[src/include/circ_pkg.sv]
package circ_pkg;

  // ----------------------------------------------------------------
  // timing
  // ----------------------------------------------------------------
  localparam int CLK_PERIOD_PS = 4000;
  localparam int SHORT_DELAY_NS = 6720;
  localparam int LONG_DELAY_US = 50;
  localparam int SHORT_DELAY_CYC = (SHORT_DELAY_NS * 1000) / CLK_PERIOD_PS;
  localparam int LONG_DELAY_CYC_DEF = (LONG_DELAY_US * 1000000) / CLK_PERIOD_PS;
  localparam int CNT_W = 16;
  localparam logic [4:0] CPU_RESET_CYC = 5'h10;
  localparam logic [3:0] SELFTEST_MARGIN = 4'h8;
  localparam logic [2:0] STROBE_RESUME_EDGES = 3'h4;

  // ----------------------------------------------------------------
  // i/o ports and data values that start warm resets
  // ----------------------------------------------------------------
  localparam logic [15:0] PORT_FAST_RESET = 16'h0092;
  localparam int FAST_RESET_BIT = 0;
  localparam logic [15:0] PORT_DUMMY_RESET = 16'h00ef;
  localparam logic [15:0] PORT_KBD_CMD = 16'h0064;
  localparam logic [7:0] KBD_CMD_RESET_A = 8'hfc;
  localparam logic [7:0] KBD_CMD_RESET_B = 8'hfe;

  // ----------------------------------------------------------------
  // shutdown encodings, address bits [1:0] must be zero
  // ----------------------------------------------------------------
  localparam logic [2:0] SHUTDOWN_TYPE_A = 3'h1; // {mem_io, data_code, write}
  localparam logic [2:0] SHUTDOWN_TYPE_B = 3'h4;
  localparam logic [1:0] SHUTDOWN_ADDR = 2'h0;

  typedef enum logic [1:0] {CYC_IDLE, CYC_DRAM, CYC_SLOT} circ_cyc_t;

endpackage

[src/hw/circ_cpu_if.sv]
`timescale 1ns/1ps
module circ_cpu_if #(
  parameter logic [23:0] DRAM_TOP = 24'h0a0000,
  parameter int LONG_DELAY_CYC = circ_pkg::LONG_DELAY_CYC_DEF
) (
  input wire logic clk_sys_i, // processor double-rate clock
  input wire logic reset_i, // synchronous reset
  input wire logic power_stable_i, // power good, high when stable
  input wire logic dram_write_strap_pin_i, // type strap, high = type A
  input wire logic address_strobe_n_i, // processor address strobe
  input wire logic status_line_one_n_i, // processor status line one
  input wire logic [23:0] cpu_addr_i, // processor address
  input wire logic cpu_mem_io_i, // 1 = memory, 0 = i/o
  input wire logic cpu_data_code_i, // 1 = data, 0 = code/special
  input wire logic cpu_write_i, // 1 = write
  input wire logic [7:0] cpu_data_i, // low data byte
  input wire logic dram_done_i, // DRAM transfer finished
  input wire logic slot_done_i, // slot transfer finished
  input wire logic bus_oscillator_i, // bus oscillator level
  input wire logic dma_hold_request_internal_i, // DMA wants the bus
  input wire logic refresh_timer_output_i, // refresh wants the bus
  input wire logic hold_acknowledge_i, // processor released the bus
  input wire logic fast_reset_select_i, // 1 = short keyboard reset delay
  output logic cpu_type_a_o, // selected processor type
  output logic bank_request_o, // DRAM bank request pulse
  output logic slot_start_o, // slot cycle start pulse
  output logic ready_output_n_o, // ready, active low pulse
  output logic hold_request_o, // hold request to processor
  output logic dma_hold_ack_internal_o, // DMA acknowledge to DMA units
  output logic refresh_grant_o, // bus granted for refresh
  output logic system_bus_reset_o, // slot bus reset
  output logic processor_reset_o, // processor reset
  output logic coprocessor_reset_o, // coprocessor reset
  output logic strobe_drive_en_o, // row/column strobes driven
  output logic processor_busy_n_o // processor busy, active low
);

  // ----------------------------------------------------------------
  // decode helpers
  // ----------------------------------------------------------------
  function automatic logic is_shutdown(input logic type_a, input logic [2:0] st,
                                       input logic [1:0] a);
    is_shutdown = (a == circ_pkg::SHUTDOWN_ADDR) &&
                  (st == (type_a ? circ_pkg::SHUTDOWN_TYPE_A : circ_pkg::SHUTDOWN_TYPE_B));
  endfunction

  logic ads_prev_r, s1_prev_r, osc_prev_r;
  logic cpu_type_a_r;
  logic pend_r;
  logic [23:0] lat_addr_r;
  logic [2:0] lat_st_r;
  logic [15:0] run_port_r;
  logic [2:0] run_st_r;
  circ_pkg::circ_cyc_t cyc_r, cyc_nxt;
  logic [circ_pkg::CNT_W-1:0] dly_r;
  logic [4:0] warm_cnt_r, cold_cnt_r;
  logic [3:0] busy_cnt_r;
  logic [2:0] edge_cnt_r;

  wire ads_fall = ads_prev_r & ~address_strobe_n_i;
  wire s1_fall = s1_prev_r & ~status_line_one_n_i;
  wire osc_rise = ~osc_prev_r & bus_oscillator_i;
  wire sys_req = reset_i | ~power_stable_i;
  wire lat_shutdown = is_shutdown(cpu_type_a_r, lat_st_r, lat_addr_r[1:0]);
  wire lat_onboard = lat_st_r[2] & (lat_addr_r < DRAM_TOP) & ~lat_shutdown;
  wire take = (cyc_r == circ_pkg::CYC_IDLE) & pend_r & ~sys_req;
  wire slot_end = (cyc_r == circ_pkg::CYC_SLOT) & slot_done_i;
  wire dram_end = (cyc_r == circ_pkg::CYC_DRAM) & dram_done_i;
  // port hits come from the cycle that is ending, not from one already pending behind it
  wire io_cyc = ~run_st_r[2];
  wire port_a = io_cyc & run_st_r[0] & (run_port_r == circ_pkg::PORT_FAST_RESET) &
                cpu_data_i[circ_pkg::FAST_RESET_BIT];
  wire port_ef = io_cyc & ~run_st_r[0] & (run_port_r == circ_pkg::PORT_DUMMY_RESET);
  wire port_kbd = io_cyc & run_st_r[0] & (run_port_r == circ_pkg::PORT_KBD_CMD) &
                  ((cpu_data_i == circ_pkg::KBD_CMD_RESET_A) |
                   (cpu_data_i == circ_pkg::KBD_CMD_RESET_B));
  wire short_trig = slot_end & (port_a | port_ef | (port_kbd & fast_reset_select_i));
  wire long_trig = slot_end & port_kbd & ~fast_reset_select_i;
  wire dly_fire = (dly_r == circ_pkg::CNT_W'(1));
  wire shut_fire = take & lat_shutdown;
  wire warm_fire = dly_fire | shut_fire;
  wire cold_active = sys_req | (cold_cnt_r != 5'h00);
  wire busy_active = cold_active | (busy_cnt_r != 4'h0);
  wire resume_edge = cpu_type_a_r ? ads_fall : s1_fall;

  // ----------------------------------------------------------------
  // strap and edge detection
  // ----------------------------------------------------------------
  always_ff @(posedge clk_sys_i)
  begin
    ads_prev_r <= reset_i ? 1'b1 : address_strobe_n_i;
    s1_prev_r <= reset_i ? 1'b1 : status_line_one_n_i;
    // the oscillator never idles, so its history follows the pin even in reset
    osc_prev_r <= bus_oscillator_i;
  end

  // strap caught every cycle of power-on reset, frozen once power is good and reset_i is low
  always_ff @(posedge clk_sys_i)
  begin
    if (sys_req)
      cpu_type_a_r <= dram_write_strap_pin_i;
  end

  // ----------------------------------------------------------------
  // cycle capture; latching frees the processor to pipeline
  // ----------------------------------------------------------------
  always_ff @(posedge clk_sys_i)
  begin
    if (sys_req)
      pend_r <= 1'b0;
    else if (ads_fall & ~pend_r)
      pend_r <= 1'b1;
    else if (take)
      pend_r <= 1'b0;
  end

  always_ff @(posedge clk_sys_i)
  begin
    if (ads_fall & ~pend_r)
    begin
      lat_addr_r <= cpu_addr_i;
      lat_st_r <= {cpu_mem_io_i, cpu_data_code_i, cpu_write_i};
    end
  end

  // copy of the running cycle, so a pipelined capture cannot hide a reset port
  always_ff @(posedge clk_sys_i)
  begin
    if (take)
    begin
      run_port_r <= lat_addr_r[15:0];
      run_st_r <= lat_st_r;
    end
  end

  // ----------------------------------------------------------------
  // cycle steering; slot cycles only leave idle, so they never overlap
  // ----------------------------------------------------------------
  always_comb
  begin
    cyc_nxt = cyc_r;
    unique case (cyc_r)
      circ_pkg::CYC_IDLE:
        if (take & ~lat_shutdown)
          cyc_nxt = lat_onboard ? circ_pkg::CYC_DRAM : circ_pkg::CYC_SLOT;
      circ_pkg::CYC_DRAM:
        if (dram_done_i)
          cyc_nxt = circ_pkg::CYC_IDLE;
      circ_pkg::CYC_SLOT:
        if (slot_done_i)
          cyc_nxt = circ_pkg::CYC_IDLE;
    endcase
  end

  always_ff @(posedge clk_sys_i)
  begin
    cyc_r <= sys_req ? circ_pkg::CYC_IDLE : cyc_nxt;
    bank_request_o <= ~sys_req & take & lat_onboard;
    slot_start_o <= ~sys_req & take & ~lat_onboard & ~lat_shutdown;
    // shutdown completes at once so the processor is not left waiting
    ready_output_n_o <= sys_req | ~(dram_end | slot_end | shut_fire);
  end

  // ----------------------------------------------------------------
  // bus arbitration
  // ----------------------------------------------------------------
  always_ff @(posedge clk_sys_i)
  begin
    if (reset_i)
    begin
      hold_request_o <= 1'b0;
      dma_hold_ack_internal_o <= 1'b0;
      refresh_grant_o <= 1'b0;
    end
    else
    begin
      hold_request_o <= dma_hold_request_internal_i | refresh_timer_output_i;
      // refresh takes the granted bus first; DMA is acknowledged once refresh drops its request
      refresh_grant_o <= hold_acknowledge_i & refresh_timer_output_i;
      dma_hold_ack_internal_o <= hold_acknowledge_i & dma_hold_request_internal_i &
                                 ~refresh_timer_output_i;
    end
  end

  // ----------------------------------------------------------------
  // system reset and strobe release
  // ----------------------------------------------------------------
  always_ff @(posedge clk_sys_i)
  begin
    if (reset_i)
      system_bus_reset_o <= 1'b1;
    else if (osc_rise)
      system_bus_reset_o <= ~power_stable_i;
  end

  always_ff @(posedge clk_sys_i)
  begin
    if (reset_i | system_bus_reset_o)
    begin
      strobe_drive_en_o <= 1'b0;
      edge_cnt_r <= 3'h0;
    end
    else if (~strobe_drive_en_o & resume_edge)
    begin
      edge_cnt_r <= edge_cnt_r + 3'h1;
      strobe_drive_en_o <= (edge_cnt_r + 3'h1) == circ_pkg::STROBE_RESUME_EDGES;
    end
  end

  // ----------------------------------------------------------------
  // processor resets and self-test request
  // ----------------------------------------------------------------
  // one shared delay counter: a later trigger restarts the wait
  always_ff @(posedge clk_sys_i)
  begin
    if (sys_req)
      dly_r <= '0;
    else if (long_trig)
      dly_r <= circ_pkg::CNT_W'(LONG_DELAY_CYC);
    else if (short_trig)
      dly_r <= circ_pkg::CNT_W'(circ_pkg::SHORT_DELAY_CYC);
    else if (dly_r != '0)
      dly_r <= dly_r - circ_pkg::CNT_W'(1);
  end

  always_ff @(posedge clk_sys_i)
  begin
    if (sys_req)
      warm_cnt_r <= 5'h00;
    else if (warm_fire)
      warm_cnt_r <= circ_pkg::CPU_RESET_CYC;
    else if (warm_cnt_r != 5'h00)
      warm_cnt_r <= warm_cnt_r - 5'h01;
  end

  // cold reset outlasts power-good by sixteen clocks; busy trails its fall by eight more
  always_ff @(posedge clk_sys_i)
  begin
    if (sys_req)
      cold_cnt_r <= circ_pkg::CPU_RESET_CYC;
    else if (cold_cnt_r != 5'h00)
      cold_cnt_r <= cold_cnt_r - 5'h01;
    if (cold_active)
      busy_cnt_r <= circ_pkg::SELFTEST_MARGIN;
    else if (busy_cnt_r != 4'h0)
      busy_cnt_r <= busy_cnt_r - 4'h1;
  end

  always_ff @(posedge clk_sys_i)
  begin
    processor_reset_o <= cold_active | (warm_cnt_r != 5'h00);
    coprocessor_reset_o <= cold_active;
    processor_busy_n_o <= ~busy_active;
    cpu_type_a_o <= reset_i ? 1'b1 : cpu_type_a_r;
  end
endmodule

[config.mk]
export PLATFORM = sky130hd
export DESIGN_NAME = circ_cpu_if
export DESIGN_NICKNAME = d
export VERILOG_FILES = /design/src/include/circ_pkg.sv /design/src/hw/circ_cpu_if.sv
export SDC_FILE = /design/constraint.sdc
export NUM_CORES = 1
export LEC_CHECK = 0
export BUFFER_PORTS_ARGS = -buffer_cell sky130_fd_sc_hd__buf_2
export CAP_MARGIN = 10
export CORE_MARGIN = 2
export CORE_UTILIZATION = 30
export DETAILED_ROUTE_END_ITERATION = 8
export GPL_ROUTABILITY_DRIVEN = 0
export GPL_TIMING_DRIVEN = 0
export PLACE_DENSITY = 0.47
export SYNTH_ARGS = -nofsm -noshare
export SYNTH_HDL_FRONTEND = slang
export SYNTH_SLANG_ARGS = --single-unit
[constraint.sdc]
create_clock -name clk_sys_i -period 3.48 [get_ports clk_sys_i]
set_input_delay 0.348 -clock clk_sys_i [delete_from_list [all_inputs] [get_ports clk_sys_i]]
set_output_delay 0.348 -clock clk_sys_i [all_outputs]
set_load 0.1 [all_outputs]
# Word-level counts from Yosys, hierarchy flattened

Index checks and enable logic that the tools add are counted.

Add/subtract/negate cells: 5
$lt $le $gt $ge: 1
Eq/ne operators: 13
Mux-type cells: 14
Bitwise logic cells: 59
Reduce and logical (&&, ||, !) cells: 15

Operators by type and width:

| operator                | count |
|---|---|
| $mux W14                | 3 |
| $eq A16 B8 Y1 const B   | 2 |
| $and A1 B1 Y1           | 31 |
| $lt A24 B20 Y1 const B  | 1 |
| $eq A16 B1 Y1 const B   | 1 |
| $eq A16 B7 Y1 const B   | 1 |
| $eq A8 B8 Y1 const B    | 2 |
| $reduce_bool A16 Y1     | 1 |
| $sub A16 B1 Y16 const B | 1 |
| $not A1 Y1              | 15 |
| $or A1 B1 Y1            | 13 |
| $mux W5                 | 2 |
| $reduce_bool A5 Y1      | 2 |
| $sub A5 B1 Y5 const B   | 2 |
| $mux W2                 | 4 |
| $pmux W2 S3             | 1 |
| $reduce_bool A2 Y1      | 3 |
| $logic_not A2 Y1        | 2 |
| $ne A2 B2 Y1 const B    | 2 |
| $reduce_bool A4 Y1      | 1 |
| $reduce_or A2 Y1        | 2 |
| $sub A4 B1 Y4 const B   | 1 |
| $add A3 B1 Y3 const B   | 1 |
| $eq A3 B3 Y1            | 1 |
| 10 further kinds        | 12 |

Register bits after elaboration: 98
Input port bits: 48
Output and inout port bits: 12
Word-level logic and storage cells: 137

# Logic depth before layout (Yosys ltp)

Depth in word-level cells: 9
Gate-level depth with buffers: 8
Gate-level depth less buffers: 7

# Least setup slack after synthesis

No wires, ideal clock.

Path type: input-to-reg
Start point: input address_strobe_n_i
End point: register lat_addr_r[0] (enable)
Library setup time: 0.450 ns
Arrival: 2.350 ns
Data required time: 3.030 ns
Slack: 0.681 ns
Cell stages on the path: 1
Path buffers: 0
Cells stage by stage: nor3b_1

Longest elaborated chain between the ends: 3

RTL lines:

| item                   | RTL line           | source |
|---|---|---|
| start: declaration     | circ_cpu_if.sv:10  | `input wire logic address_strobe_n_i,` |
| $not A1 Y1             | circ_cpu_if.sv:60  | `wire ads_fall = ads_prev_r & ~address_strobe_n_i;` |
| $and A1 B1 Y1          | circ_cpu_if.sv:60  |  |
| $and A1 B1 Y1          | circ_cpu_if.sv:119 | `if (ads_fall & ~pend_r)` |
| end signal: assignment | circ_cpu_if.sv:121 | `lat_addr_r <= cpu_addr_i;` |
| end: declaration       | circ_cpu_if.sv:50  | `logic [23:0] lat_addr_r;` |

Every way passes these cells.
A chain may end at the register's enable or synchronous reset.

# Worst setup path after layout

Start point: register cyc_r[0]
End point: register cyc_r[0]

Longest elaborated chain between the ends: 6
Elaborated cells on any way between the ends: 11
Those cells by class: eq/ne: 5; mux: 1; bitwise: 3; reduce/logical: 2

RTL lines:

| item                               | RTL line           | source |
|---|---|---|
| start: declaration                 | circ_cpu_if.sv:54  | `circ_pkg::circ_cyc_t cyc_r, cyc_nxt;` |
| start signal: assignment           | circ_cpu_if.sv:157 | `cyc_r <= sys_req ? circ_pkg::CYC_IDLE : cyc_nxt;` |
| $logic_not A2 Y1                   | circ_cpu_if.sv:66  | `wire take = (cyc_r == circ_pkg::CYC_IDLE) & pend_r & ~sys_req;` |
| $and A1 B1 Y1 (2 in a row)         | circ_cpu_if.sv:66  |  |
| via take                           | circ_cpu_if.sv:66  |  |
| $and A1 B1 Y1                      | circ_cpu_if.sv:144 | `if (take & ~lat_shutdown)` |
| $ne A2 B1 Y1 (no source line)      | n/a                |  |
| $reduce_and A3 Y1 (no source line) | n/a                |  |

The timed path passes the listed nets, and every way through them passes these cells.

==> impl_metrics.yaml <==
synthesis:
  synthMuxAreaShare_pct: 0.559
  synth.avg_cell_area_um2: 11.8
  synth_nets: 381
  synth-seq-cells: 96
  synthSimpleGateAreaFrac_pct: 18.2
  synth_xor_area_share_pct: 5.53
  synth_top_family_by_area: "simple AND/OR/NAND/NOR gates"
  synth_fa_ha_area_share_pct: 3.95
  synth_compound_area_share_pct: 7.37
  yosysUniqueCellTypes: 51
  synthCells: 321
  yosysWarnings: 0
  async_flop_share_pct: 0
  seq_area_frac_synth_pct: 62.4
  syn_area_um2: 3800
  synth-edff-count: 45
  ys.flop_type: "dfxtp_1"
die:
  dieWidth_um: 117
  initial_core_util_pct: 30.4
  dieArea_um2: 13600
  core-area_um2: 12500
  io_pins: 60
  die_h_um: 117
  num_rows: 41
setup_path:
  crit_path_start_kind: "flop"
  setup.worst_path.end_class: "flop"
  r2r_cells: 7
  arrival_ns: 2.60
  crit_required_ns: 3.76
  crit_type: "reg -> reg"
  timing.rr.start: "cyc_r[0]$_SDFFE_PP0P_"
  cp-startpoint: "cyc_r[0]$_SDFFE_PP0P_"
  path_max_fanout: 21
  r2r-end: "cyc_r[0]$_SDFFE_PP0P_"
  endpoint: "cyc_r[0]$_SDFFE_PP0P_"
  ff2ff_setup_slack_ns: 1.15
sta:
  holdWs_ns: 0.119
  setup_viol: 0
  setup_tns_ns: 0
  rsz0062_at_grt: "no"
  clock_skew_ns: 0.0101
  worst_pin_slew_ns: 0.879
  slew-limit-headroom_pct: 41.4
  layout_min_cycle_time_ns: 2.33
  max_freq_mhz: 430
  hold_violations: 0
  period_share_pct: 66.8
  slew_viol_final: 0
global_route:
  grt_pass1_vias: 2468
  grt_pass1_wl_um: 11500
  grt_antenna_before_repair: 0
  grtUsageTotal_pct: 11.2
  grt_max_degree: 22
  grt_remaining_overflow: 0
clock_network:
  clk_pin_slew_ns: 0.07
  htree_levels: 3
  cts_sinks: 96
  clk_latency_ns: 0.35
  post_cts_buffers: 0
  post_cts_resized: 0
  cts_buffers: 9
  ctsHoldBuffers: 0
  cts-root-buf: "clkbuf_16"
  ctsLongestPathBuffers: 2
  tritoncts: "yes"
layout:
  fin_area_um2: 4620
  area_delta_synth_final_pct: 21.5
  fillers: 1282
  fin_util_pct: 36.9
  diodes: 0
  final_nets: 451
  drive_gt1_share_pct: 23.5
routing:
  wirelength_um: 6750
  num_vias: 2486
  routedWlPerCell_um: 11.9
  routed_via_density: 4.38
  antenna_left: 0
  drt_iter0_drc: 50
  route.detailed.drc: 0
  first_pass_iters: 4
min_path:
  holdCritPathClass: "in -> reg"
pwr:
  power_density_nw_per_um2: 765
  ir_drop_uv: 304
  leakagePower_uw: 0.00176
  p_total_uw: 3530
place:
  placed_area_um2: 4330
  io_buffer_count: 57
  dp_hpwl_um: 4920
run:
  maxCapViolations: 0
status:
  run_status: "completed"
==> flip-flops by register name (all words and copies together), names as in the netlist, 2 cells and up <==
| name | count |
|---|---|
| cold_cnt_r | 5 |
| warm_cnt_r | 5 |
| cyc_r | 2 |
| busy_cnt_r | 4 |
| lat_st_r | 3 |
| run_st_r | 2 |
| run_port_r | 16 |
| dly_r | 16 |
| lat_addr_r | 23 |
| edge_cnt_r | 3 |
==> layout by cell type (no fill, tap or decap), drive strengths merged, types with 2 or more instances in the layout <==
cell type,synthesis,layout
a211o,3,3
a211oi,4,4
a21oi,12,12
and2,4,4
and3,3,3
and3b,2,2
buf,1,60
clkbuf,5,15
clkinvlp,0,2
dfxtp,51,51
edfxtp,45,45
ha,12,12
inv,14,17
nand2,23,23
nand2b,2,2
nand3,7,7
nand3b,3,3
nand4,4,4
nand4b,2,2
nor2,34,34
nor3,12,12
nor3b,5,5
nor4,7,7
o211ai,2,2
o21ai,8,8
o31ai,2,2
or2,6,6
or3,4,4
or3b,3,3
or4,2,2
xnor2,13,13
xor2,11,11
==> worst min-delay path by stage <==
stage                              from                        to  slack, ns  depth (start not counted)
3_5_place_dp   lat_addr_r[14]$_DFFE_PP_  run_port_r[14]$_DFFE_PP_       0.40                          0
6_report               bus_oscillator_i        osc_prev_r$_DFF_P_       0.12                          1
2_1_floorplan          bus_oscillator_i        osc_prev_r$_DFF_P_       0.38                          0
3_3_place_gp    lat_addr_r[3]$_DFFE_PP_   run_port_r[3]$_DFFE_PP_       0.40                          0
4_1_cts                bus_oscillator_i        osc_prev_r$_DFF_P_       0.11                          1
5_1_grt                bus_oscillator_i        osc_prev_r$_DFF_P_       0.11                          1
==> stage by stage <==
stage / instances / setup WS [ns]
after floorplan: 321 / 0.681
after global placement: 550 / -0.303
after detailed placement: 552 / 1.13
after CTS: 568 / 1.12
after global routing: 568 / 0.905
final: 568 / 1.15
==> cells by family after synthesis <==
kind of cell,Yosys count
muxes,2
adders and majority gates,12
xor gates and xnor gates,24
DFF,96
buffers and inverters,20
AOI/OAI and AO/OA,40
and+or+nand+nor,127
==> report_power, final <==
group,internal [uW],switching (uW)
Combinational,501,640
Sequential,1320,121
Clock,513,436
Total,2340,1200
==> layer usage <==
layer / GRT usage, % / vias up / share of wire, %
met5: 0 / - / 0
met4: 4.94 / 0 / 1.5
met3: 4.26 / 7 / 5.4
met2: 17.4 / 42 / 47
met1: 14.0 / 1150 / 46
li1: - / 1287 / -
==> cell usage after synthesis (2+ instances only) <==
cell	instances	area [um2]
a211o_1	3	26.3
a211oi_1	4	30.0
a21oi_1	12	60.1
and2_1	4	25.0
and3_1	3	18.8
and3b_1	2	17.5
clkbuf_1	5	18.8
dfxtp_1	51	1020
edfxtp_1	45	1350
ha_1	12	150
inv_1	14	52.6
nand2_1	23	86.3
nand2b_1	2	12.5
nand3_1	7	35.0
nand3b_1	3	22.5
nand4_1	4	25.0
nand4b_1	2	17.5
nor2_1	34	128
nor3_1	12	60.1
nor3b_1	5	37.5
nor4_1	5	31.3
nor4_2	2	25.0
o211ai_1	2	15.0
o21ai_0	7	35.0
o31ai_1	2	15.0
or2_2	5	31.3
or3_1	4	25.0
or3b_2	2	17.5
xnor2_1	13	114
xor2_1	11	96.3
==> final cells by class <==
class	count	area [um2]	area share, %
Clock inverter	6	50.0	1.08
Sequential cell	96	2370	51.4
Clock buffer	10	239	5.17
Tap cell	172	215	4.66
Multi-Input combinational cell	205	1360	29.4
Timing Repair Buffer	59	308	6.66
Inverter	14	52.6	1.14
Buffer	6	23.8	0.515
==> critical path: stages, from the launching register on <==
cell,delay (ns)
dfxtp_1,0.33
inv_1,0.08
ha_1,0.20
and2_1,0.17
and2_1,0.71
o211ai_1,0.26
or3_1,0.36
a21oi_1,0.14
Power figures use the tool's default switching activity.
